[config.mk]
export PLATFORM = sky130hd
export DESIGN_NAME = stc_cmd_interp
export DESIGN_NICKNAME = d
export VERILOG_FILES = /design/src/design/stc_pkg.sv /design/src/design/stc_chan_table.sv /design/src/design/stc_cmd_interp.sv /design/src/design/stc_trig_arm.sv
export SDC_FILE = /design/constraint.sdc
export NUM_CORES = 1
export LEC_CHECK = 0
export BUFFER_PORTS_ARGS = -buffer_cell sky130_fd_sc_hd__clkbuf_2
export CAP_MARGIN = 15
export CORE_AREA = 2 2 140 129
export CTS_CLUSTER_SIZE = 10
export DETAILED_ROUTE_END_ITERATION = 10
export DIE_AREA = 0 0 142 131
export MAX_ROUTING_LAYER = met4
export PLACE_DENSITY = 0.63
export SLEW_MARGIN = 15
export SYNTH_ARGS = -nofsm -noshare
export SYNTH_HDL_FRONTEND = slang
export SYNTH_SLANG_ARGS = --single-unit
[constraint.sdc]
create_clock -name clk_sys -period 2.2 [get_ports clk_sys]
set_input_delay 0.33 -clock clk_sys [delete_from_list [all_inputs] [get_ports clk_sys]]
set_output_delay 0.33 -clock clk_sys [all_outputs]
set_load 0.02 [all_outputs]
[src/design/stc_pkg.sv]
// Shared types and constants for the trigger and channel-select interpreter
package stc_pkg;

  // ----------------------------------------------------------------------
  // Widths and channel range
  // ----------------------------------------------------------------------
  localparam int          CHAN_W       = 5;
  localparam int          DATA_W       = 32;
  localparam logic [4:0]  CHAN_NONE    = 5'h00;  // Use selected channel
  localparam logic [4:0]  CHAN_MIN     = 5'h01;
  localparam logic [4:0]  CHAN_MAX     = 5'h1F;
  localparam logic [4:0]  CHAN_DEFAULT = 5'h01;

  // ----------------------------------------------------------------------
  // Error codes and answer values
  // ----------------------------------------------------------------------
  localparam logic [15:0] ERR_NONE         = 16'h0000;
  localparam logic [15:0] ERR_HW_NOT_FOUND = 16'hFF10;  // -240
  localparam logic [31:0] ANS_ZERO         = 32'h0000_0000;
  localparam logic [31:0] ANS_ONE          = 32'h0000_0001;

  // ----------------------------------------------------------------------
  // Host command opcodes, already parsed from the message stream
  // ----------------------------------------------------------------------
  typedef enum logic [3:0] {
    OP_NOP,
    OP_WAIT_CONT,
    OP_INIT_IMM,
    OP_INIT_CONT,
    OP_INIT_CONT_Q,
    OP_TRIGGER,
    OP_RESET,
    OP_CATALOG_Q,
    OP_SELECT,
    OP_NUM_SELECT,
    OP_SELECT_Q,
    OP_INST_STATE,
    OP_MEAS_CURR_Q
  } stc_op_t;

  // Field bus operations toward the channel supplies
  typedef enum logic [2:0] {
    FB_INIT,       // Probe and set 0 V, 0 A, voltage mode
    FB_PROBE,      // Probe only, brings a supply on-line
    FB_TRIG_APPLY, // Move output to stored triggered values
    FB_OUT_OFF,    // Save levels and drive output to zero
    FB_OUT_ON,     // Restore saved levels
    FB_MEAS_CURR   // Read back terminal current
  } stc_fb_op_t;

  // Kind of answer returned to the host formatter
  typedef enum logic [1:0] {
    RSP_INT,       // Plain integer
    RSP_CATALOG,   // Bitmap, formatter prints comma list
    RSP_MEAS       // Measured value, formatter prints mantissa/exponent
  } stc_rsp_kind_t;

  // ----------------------------------------------------------------------
  // Carriers
  // ----------------------------------------------------------------------
  typedef struct packed {
    stc_op_t             op;
    logic [CHAN_W-1:0]   chan;   // CHAN_NONE means selected channel
    logic                arg;    // Boolean argument
    logic                extra;  // Range/accuracy fields followed a query
  } stc_cmd_t;

  typedef struct packed {
    stc_fb_op_t          op;
    logic [CHAN_W-1:0]   chan;
  } stc_fb_req_t;

  typedef struct packed {
    logic                present;
    logic [DATA_W-1:0]   data;
  } stc_fb_rsp_t;

  typedef struct packed {
    stc_rsp_kind_t       kind;
    logic [DATA_W-1:0]   value;
  } stc_rsp_t;

endpackage : stc_pkg

[src/design/stc_chan_table.sv]
// Presence map of channels known on the field bus
`timescale 1ns/10ps
module stc_chan_table
  import stc_pkg::*;
#(
  parameter int NUM_CHAN = 31
)
(
  input  wire logic                clk_sys,
  input  wire logic                rst,
  input  wire logic                ce,
  input  wire logic                clr_all,
  input  wire logic                wr_en,
  input  wire logic [CHAN_W-1:0]   wr_idx,
  input  wire logic                wr_val,
  output logic      [DATA_W-1:0]   map
);

  logic [DATA_W-1:0] map_reg;

  // ----------------------------------------------------------------------
  // One flag per channel; bit 0 and unused bits stay zero
  // ----------------------------------------------------------------------
  assign map_reg[0] = 1'b0;

  genvar g;
  generate
    for (g = 1; g < DATA_W; g++)
    begin : g_bit
      if (g <= NUM_CHAN)
      begin : g_used
        // Only a clear, a scan or a bus answer for the current channel changes a flag
        always_ff @(posedge clk_sys)
        begin
          if (rst)
            map_reg[g] <= 1'b0;
          else if (ce)
          begin
            if (clr_all)
              map_reg[g] <= 1'b0;
            else if (wr_en && wr_idx == CHAN_W'(g))
              map_reg[g] <= wr_val;
          end
        end
      end
      else
      begin : g_unused
        assign map_reg[g] = 1'b0;
      end
    end
  endgenerate

  assign map = map_reg;

endmodule : stc_chan_table

[src/design/stc_cmd_interp.sv]
// Command interpreter: sequencing, arming, channel select and readback
`timescale 1ns/10ps
module stc_cmd_interp
  import stc_pkg::*;
#(
  parameter int NUM_CHAN = 31
)
(
  input  wire logic          clk_sys,
  input  wire logic          rst,
  input  wire logic          ce,
  input  wire logic          cmd_valid,
  input  wire stc_cmd_t      cmd,
  output logic               cmd_ready,
  input  wire logic          get_msg,
  input  wire logic          dev_clear,
  input  wire logic          out_busy,
  output logic               fb_req_valid,
  output stc_fb_req_t        fb_req,
  input  wire logic          fb_done,
  input  wire stc_fb_rsp_t   fb_rsp,
  output logic               rsp_valid,
  output stc_rsp_t           rsp,
  output logic               err_valid,
  output logic [15:0]        err_code,
  output logic               ques_warn,
  output logic               wtg,
  output logic               cont_on
);

  typedef enum logic [2:0] {
    S_IDLE,
    S_WAIT_CONT,
    S_FB_WAIT,
    S_SCAN_REQ,
    S_SCAN_WAIT
  } stc_state_t;

  // ----------------------------------------------------------------------
  // Declarations
  // ----------------------------------------------------------------------
  stc_state_t          state_reg;
  stc_state_t          state_next;
  stc_op_t             cur_op_reg;
  logic [CHAN_W-1:0]   cur_chan_reg;
  logic [CHAN_W-1:0]   sel_reg;
  logic [CHAN_W-1:0]   scan_reg;
  logic                get_pend_reg;
  logic                get_pend_next;
  logic                cmd_ready_reg;
  logic                fb_req_valid_reg;
  stc_fb_req_t         fb_req_reg;
  logic                rsp_valid_reg;
  stc_rsp_t            rsp_reg;
  logic                err_valid_reg;
  logic [15:0]         err_code_reg;
  logic                ques_warn_reg;

  logic                armed;
  logic                cont;
  logic [DATA_W-1:0]   cat_map;

  // Resolve the channel a command acts on
  function automatic logic [CHAN_W-1:0] target_of(
    input logic [CHAN_W-1:0] req_chan,
    input logic [CHAN_W-1:0] sel_chan
  );
    target_of = (req_chan == CHAN_NONE) ? sel_chan : req_chan;
  endfunction : target_of

  // ----------------------------------------------------------------------
  // Command decode
  // ----------------------------------------------------------------------
  // Commands are taken one at a time, strictly in order
  wire               idle      = (state_reg == S_IDLE);
  wire               take      = idle && cmd_valid && cmd_ready_reg;
  wire [CHAN_W-1:0]  tgt       = target_of(cmd.chan, sel_reg);
  wire               is_trg    = take && cmd.op == OP_TRIGGER;
  wire               is_rst    = take && cmd.op == OP_RESET;
  wire               is_sel    = take && (cmd.op == OP_SELECT ||
                                          cmd.op == OP_NUM_SELECT);
  wire               sel_ok    = cmd.chan >= CHAN_MIN &&
                                 cmd.chan <= CHAN_MAX;
  wire               is_state  = take && cmd.op == OP_INST_STATE;
  wire               is_meas   = take && cmd.op == OP_MEAS_CURR_Q;
  // A bus GET waits in idle; it is served ahead of the next command
  wire               get_go    = idle && get_pend_reg;
  wire               trig_in   = get_go || is_trg;
  wire               trig_fire = trig_in && (armed || cont);
  // Nothing left in flight: no level change, no shot still armed
  wire               all_done  = !out_busy && !get_pend_reg &&
                                 !(armed && !cont);
  wire               fb_ok     = fb_done && fb_rsp.present;
  wire               scan_last = (scan_reg == CHAN_MAX);

  // GET is remembered; a new GET in the serving cycle is kept
  assign get_pend_next = get_msg || (get_pend_reg && !get_go);

  // ----------------------------------------------------------------------
  // Next state
  // ----------------------------------------------------------------------
  always_comb
  begin
    state_next = state_reg;
    case (state_reg)
      S_IDLE:
      begin
        if (trig_fire)
          state_next = S_FB_WAIT;
        else if (take)
        begin
          case (cmd.op)
            OP_WAIT_CONT:   state_next = S_WAIT_CONT;
            OP_RESET:       state_next = S_SCAN_REQ;
            OP_SELECT,
            OP_NUM_SELECT:  state_next = sel_ok ? S_FB_WAIT : S_IDLE;
            OP_INST_STATE,
            OP_MEAS_CURR_Q: state_next = S_FB_WAIT;
            default:        state_next = S_IDLE;
          endcase
        end
      end
      // Only device clear breaks the wait early
      S_WAIT_CONT:
        if (dev_clear || all_done)
          state_next = S_IDLE;
      S_FB_WAIT:
        if (fb_done)
          state_next = S_IDLE;
      S_SCAN_REQ:
        state_next = S_SCAN_WAIT;
      S_SCAN_WAIT:
        if (fb_done)
          state_next = scan_last ? S_IDLE : S_SCAN_REQ;
      default:
        state_next = S_IDLE;
    endcase
  end

  // ----------------------------------------------------------------------
  // Sequencer state and selection
  // ----------------------------------------------------------------------
  // Selection persists until another valid select or a reset
  always_ff @(posedge clk_sys)
  begin
    if (rst)
    begin
      state_reg     <= S_IDLE;
      cur_op_reg    <= OP_NOP;
      cur_chan_reg  <= CHAN_DEFAULT;
      sel_reg       <= CHAN_DEFAULT;
      scan_reg      <= CHAN_MIN;
      get_pend_reg  <= 1'b0;
      cmd_ready_reg <= 1'b0;
    end
    else if (ce)
    begin
      state_reg     <= state_next;
      get_pend_reg  <= get_pend_next;
      cmd_ready_reg <= (state_next == S_IDLE) && !get_pend_next;
      if (trig_fire)
      begin
        cur_op_reg   <= OP_TRIGGER;
        cur_chan_reg <= sel_reg;
      end
      else if (take)
      begin
        cur_op_reg   <= cmd.op;
        cur_chan_reg <= is_sel ? cmd.chan : tgt;
      end
      if (is_sel && sel_ok)
        sel_reg <= cmd.chan;
      if (is_rst)
      begin
        sel_reg  <= CHAN_DEFAULT;
        scan_reg <= CHAN_MIN;
      end
      else if (state_reg == S_SCAN_WAIT && fb_done && !scan_last)
        scan_reg <= scan_reg + 5'h01;
    end
  end

  // ----------------------------------------------------------------------
  // Field bus requests
  // ----------------------------------------------------------------------
  // One request per operation, one per channel for the reset scan; the answer is awaited before moving on
  always_ff @(posedge clk_sys)
  begin
    if (rst)
    begin
      fb_req_valid_reg <= 1'b0;
      fb_req_reg       <= '{op: FB_PROBE, chan: CHAN_NONE};
    end
    else if (ce)
    begin
      fb_req_valid_reg <= 1'b0;
      if (trig_fire)
      begin
        fb_req_valid_reg <= 1'b1;
        fb_req_reg       <= '{op: FB_TRIG_APPLY, chan: sel_reg};
      end
      else if (is_sel && sel_ok)
      begin
        fb_req_valid_reg <= 1'b1;
        fb_req_reg       <= '{op: FB_PROBE, chan: cmd.chan};
      end
      else if (is_state)
      begin
        fb_req_valid_reg <= 1'b1;
        fb_req_reg.op    <= cmd.arg ? FB_OUT_ON : FB_OUT_OFF;
        fb_req_reg.chan  <= tgt;
      end
      else if (is_meas)
      begin
        fb_req_valid_reg <= 1'b1;
        fb_req_reg       <= '{op: FB_MEAS_CURR, chan: tgt};
      end
      else if (state_reg == S_SCAN_REQ)
      begin
        fb_req_valid_reg <= 1'b1;
        fb_req_reg       <= '{op: FB_INIT, chan: scan_reg};
      end
    end
  end

  // ----------------------------------------------------------------------
  // Answers, errors and warning
  // ----------------------------------------------------------------------
  // Catalog answers from the stored map, no bus traffic at all
  always_ff @(posedge clk_sys)
  begin
    if (rst)
    begin
      rsp_valid_reg <= 1'b0;
      rsp_reg       <= '{kind: RSP_INT, value: ANS_ZERO};
      err_valid_reg <= 1'b0;
      err_code_reg  <= ERR_NONE;
      ques_warn_reg <= 1'b0;
    end
    else if (ce)
    begin
      rsp_valid_reg <= 1'b0;
      err_valid_reg <= 1'b0;
      ques_warn_reg <= is_meas && cmd.extra;
      if (take && cmd.op == OP_INIT_CONT_Q)
      begin
        rsp_valid_reg <= 1'b1;
        rsp_reg       <= '{kind: RSP_INT,
                           value: cont ? ANS_ONE : ANS_ZERO};
      end
      else if (take && cmd.op == OP_CATALOG_Q)
      begin
        rsp_valid_reg <= 1'b1;
        rsp_reg       <= '{kind: RSP_CATALOG, value: cat_map};
      end
      else if (take && cmd.op == OP_SELECT_Q)
      begin
        rsp_valid_reg <= 1'b1;
        rsp_reg       <= '{kind: RSP_INT,
                           value: {27'h0000000, sel_reg}};
      end
      else if (state_reg == S_FB_WAIT && fb_ok &&
               cur_op_reg == OP_MEAS_CURR_Q)
      begin
        rsp_valid_reg <= 1'b1;
        rsp_reg       <= '{kind: RSP_MEAS, value: fb_rsp.data};
      end
      if (state_reg == S_FB_WAIT && fb_done && !fb_rsp.present)
      begin
        err_valid_reg <= 1'b1;
        err_code_reg  <= ERR_HW_NOT_FOUND;
      end
    end
  end

  // ----------------------------------------------------------------------
  // Submodules
  // ----------------------------------------------------------------------
  // Addressed answers update the map; absence drops, return restores
  wire tbl_wr = fb_done && (state_reg == S_FB_WAIT ||
                            state_reg == S_SCAN_WAIT);
  wire [CHAN_W-1:0] tbl_idx = (state_reg == S_SCAN_WAIT) ? scan_reg
                                                         : cur_chan_reg;

  stc_chan_table #(
    .NUM_CHAN (NUM_CHAN)
  ) u_table (
    .clk_sys  (clk_sys),
    .rst      (rst),
    .ce       (ce),
    .clr_all  (is_rst),
    .wr_en    (tbl_wr),
    .wr_idx   (tbl_idx),
    .wr_val   (fb_rsp.present),
    .map      (cat_map)
  );

  stc_trig_arm u_trig (
    .clk_sys   (clk_sys),
    .rst       (rst),
    .ce        (ce),
    .init_imm  (take && cmd.op == OP_INIT_IMM),
    .cont_wr   (take && cmd.op == OP_INIT_CONT),
    .cont_val  (cmd.arg),
    .reset_cmd (is_rst),
    .trig_in   (trig_in),
    .armed     (armed),
    .cont      (cont),
    .wtg       (wtg)
  );

  // ----------------------------------------------------------------------
  // Outputs
  // ----------------------------------------------------------------------
  assign cmd_ready    = cmd_ready_reg;
  assign fb_req_valid = fb_req_valid_reg;
  assign fb_req       = fb_req_reg;
  assign rsp_valid    = rsp_valid_reg;
  assign rsp          = rsp_reg;
  assign err_valid    = err_valid_reg;
  assign err_code     = err_code_reg;
  assign ques_warn    = ques_warn_reg;
  assign cont_on      = cont;

endmodule : stc_cmd_interp

[src/design/stc_trig_arm.sv]
// Trigger arming unit: single-shot and continuous arming
`timescale 1ns/10ps
module stc_trig_arm
  import stc_pkg::*;
(
  input  wire logic clk_sys,
  input  wire logic rst,
  input  wire logic ce,
  input  wire logic init_imm,
  input  wire logic cont_wr,
  input  wire logic cont_val,
  input  wire logic reset_cmd,
  input  wire logic trig_in,
  output logic      armed,
  output logic      cont,
  output logic      wtg
);

  logic armed_reg;
  logic armed_next;
  logic cont_reg;
  logic cont_next;
  logic wtg_reg;

  // ----------------------------------------------------------------------
  // Arming decode
  // ----------------------------------------------------------------------
  // Continuous arming overrides a consumed shot, so rearm at once
  assign cont_next  = reset_cmd ? 1'b0
                    : cont_wr   ? cont_val : cont_reg;
  assign armed_next = reset_cmd ? 1'b0
                    : init_imm  ? 1'b1
                    : trig_in   ? cont_reg
                    : armed_reg;

  // ----------------------------------------------------------------------
  // State
  // ----------------------------------------------------------------------
  // Waiting-for-trigger shows armed or permanently armed
  always_ff @(posedge clk_sys)
  begin
    if (rst)
    begin
      armed_reg <= 1'b0;
      cont_reg  <= 1'b0;
      wtg_reg   <= 1'b0;
    end
    else if (ce)
    begin
      armed_reg <= armed_next;
      cont_reg  <= cont_next;
      wtg_reg   <= armed_next | cont_next;
    end
  end

  assign armed = armed_reg;
  assign cont  = cont_reg;
  assign wtg   = wtg_reg;

endmodule : stc_trig_arm

==> results by group <==
Timing
  • Worst slew margin: 0.513
  • Final setup viols: 3
  • Worst hold margin: 0.187 ns
  • Final Max Tran Viols: 0
  • Clock period minus worst slack: 2.21 ns
  • RSZ-0062 raised after global routing: yes
  • Final hold violations: 0
  • Tcrit/Tclk final: 1.01
  • Clk_skew: 0.0105 ns
  • Final setup margin: -0.0138 ns
  • Least-Margin Pin Slew: 0.728 ns
  • Fmax: 0.452 GHz

Power and ir drop
  • Sw Ratio: 0.265
  • Sequential Power Share: 0.490
  • Comb power frac: 0.104
  • VDD IR max: 345 uV
  • LEAKAGE: 2.85 nW
  • Clock group share of total power: 0.406
  • Pwr per Cell Area: 561 nW/um^2
  • Power consumption: 0.00393 W
  • Psw: 0.00104 W
  • Cell Int Power: 0.00289 W

Clock network
  • Clock-pin slew on the worst setup and hold paths: 0.08 ns
  • Htree depth: 3
  • CTS tree: done
  • Clk buf depth: 2
  • Root Buffer: clkbuf_16
  • CTS Sinks: 105
  • Worst-Skew Late Latency: 0.36 ns
  • CTS Buf Count: 9

Setup path
  • Crit-path max cell delay: 0.40 ns
  • CP delay by family, top: simple AND/OR/NAND/NOR gates
  • Data required, critical path: 2.43 ns
  • Crit-path cells: or3_4 > or2_4 > buf_8 > a21oi_4 > mux2_4 > a221oi_4 > nor3_1
  • Worst Path Max Fanout: 8
  • CP max stage cell: or3_4
  • Worst setup path class: flop to flop
  • CP Launch Point: state_reg[1]$_SDFFE_PP0P_
  • Crit end category: flop
  • R2r startpoint: state_reg[1]$_SDFFE_PP0P_
  • Critical Path Source Type: flop
  • Worst endpoint data arrival time: 2.44 ns
  • Buf+Inv Stages, Crit Path: 1

Floorplanning
  • Initial Utilization: 0.303
  • Die ar.: 18600 sq um
  • Boundary Pins: 117
  • Site Rows: 46
  • Die Width: 142 um
  • Core Region: 17200 sq um
  • Die H: 131 um

Yosys
  • Syn avg cell area: 9.08 sq um
  • Distinct cells, synth: 64
  • Post-synthesis cell count: 575
  • Synth Cell Area: 5220 sq um
  • Asr flop ratio synth: 0
  • YS warnings: 0
  • Seq/Total Area, Yosys: 0.402
  • Number of synthesized flops with an enable pin: 0
  • Synth Register Bits: 105
  • Top_reg_cell synth: dfxtp_1

Global route
  • GR Util All Layers: 0.171
  • First-pass GRT wire length: 24300 um
  • Gr ovfl total: 0
  • Vias in the first global route: 4575
  • Initial antenna violation count: 0
  • Pin count of the biggest net entering global routing: 45

Route
  • WL/cell: 16.0 um
  • DR pass1 iterations: 5
  • Drt total wl: 15500 um
  • Iter 0 DRT Violations: 284
  • Via count: 5005
  • Routed Antenna Nets: 0
  • Via density: 5.18
  • Drc violations: 0

Min path
  • Hold/Removal Path Class: primary input to flop
  • Hold Path Origin: fb_rsp[19]

Layout
  • Largest register FFs: 34
  • Layout cells sized above 1: 0.356
  • Area Growth Syn to Fin: 34.1%
  • Fin nets: 799
  • Fill cells: 1698
  • Post-route cell area: 7010 sq um
  • Post-Layout Cell Count: 966
  • Number of diodes: 0

Flow run
  • Max-cap violations: 0

Placement
  • Placed insts: 938
  • Port Buf Inserts: 109
  • Gp weighted congestion: 0.874
  • Pre-CTS setup slack: -0.452 ns
  • Hpwl dp: 11200 um
  • Placed Area: 6410 sq um

Status
  • Failing checks: negative setup slack
  • Status: complete, but fails checks
-- area by class of cell --
type	count	area, sq um	share of cell area
clock buffer	9	225	0.0321
tap	216	270	0.0386
clock inverter	7	73.8	0.0105
sequential	105	2100	0.300
multi-input combinational	414	2940	0.420
timing repair buffer	207	1360	0.194
inverter	8	30.0	0.00429
-- cells in the mapped netlist (all sizes together), types with 2 or more instances --
library cell	instances	area, sq um
a21oi	32	194
o21bai	5	37.5
o2bb2ai	6	52.6
a311oi	5	50.0
a221oi	9	78.8
nor2b	15	93.8
or3	4	25.0
nand3b	4	30.0
xnor2	2	17.5
inv	7	26.3
nand3	18	90.1
a22oi	25	188
nor2	58	223
or2	5	31.3
buf	31	243
a32oi	4	35.0
nor3	13	70.1
and2	26	163
clkbuf	24	90.1
nand4	4	25.0
or4b	2	20.0
nor3b	3	22.5
ha	2	25.0
nand2	28	105
a211oi	29	218
nor4bb	3	30.0
mux2	6	67.6
nor4	5	61.3
and3b	2	17.5
o31a	3	27.5
and3	3	18.8
nor4b	3	26.3
nand2b	10	62.6
a31oi	5	31.3
o31ai	4	45.1
o211ai	2	20.0
o21ai	13	76.3
mux2i	14	140
dfxtp	105	2100
a221o	26	260
-- per-layer routing --
metal | wire (um) | GRT usage
met5 | 0 | -
met4 | 282 | 0.0612
met3 | 733 | 0.0288
met2 | 7000 | 0.258
met1 | 7470 | 0.231
-- final timing paths --
path                                          endpoint  slack (ns)  depth (start not counted)
worst max-delay path            fb_req[0]$_SDFFE_PP0P_       -0.01                          7
worst min-delay path              rsp[19]$_SDFFE_PP0P_        0.19                          2
worst max register to register  fb_req[0]$_SDFFE_PP0P_       -0.01                          7
worst min register to register  fb_req[5]$_SDFFE_PP1P_        0.46                          2
-- per-stage QoR --
stage,util,TNS [ns]
6_report,0.407,-0.0162
3_5_place_dp,0.372,-15.28
3_3_place_gp,0.372,-13.50
4_1_cts,0.397,0
2_1_floorplan,-,0
5_1_grt,0.407,-0.334
-- cells by family after synthesis --
group,count (synthesis),share of synthesized area
buf+inv,63,0.0695
fa+ha+maj,2,0.00479
other cells,1,0.000718
flops,105,0.402
mux,20,0.0398
xor+xnor,3,0.00503
compound gates,171,0.258
simple gates,210,0.220
-- power by group through the flow --
| stage | Clock, W | Sequential [W] | Combinational [W] |
|---|---|---|---|
| global placement | 0 | 0.00197 | 0.000374 |
| detailed placement | 0 | 0.00197 | 0.000375 |
| CTS | 0.00165 | 0.00192 | 0.000387 |
| floorplan | 0 | 0.00198 | 0.000205 |
| finish | 0.00159 | 0.00193 | 0.000410 |
| global route | 0.00172 | 0.00193 | 0.000438 |
-- timing repair --
item	CTS	global route
endpoints found under the setup margin	48	42
cloned	1	0
hold buffers	0	0
resized for setup	21	17
pin swaps	3	13
setup buffers	2	9
endpoints found under the hold margin	0	0
-- layout by cell type, fill, tap and decap left out, types with 9 or more instances in the layout --
cell type and count:
dfxtp_1 103, a211oi_1 29, clkbuf_2 109, a22oi_1 25, nand2b_1 10, and2_1 26
clkbuf_16 9, a221o_1 26, nand3_1 18, a21oi_1 29, nor3_1 11, nor2b_1 13
buf_4 87, nor2_1 54, mux2i_1 13, nand2_1 28
Note: power is estimated with default switching activity, not from simulation.
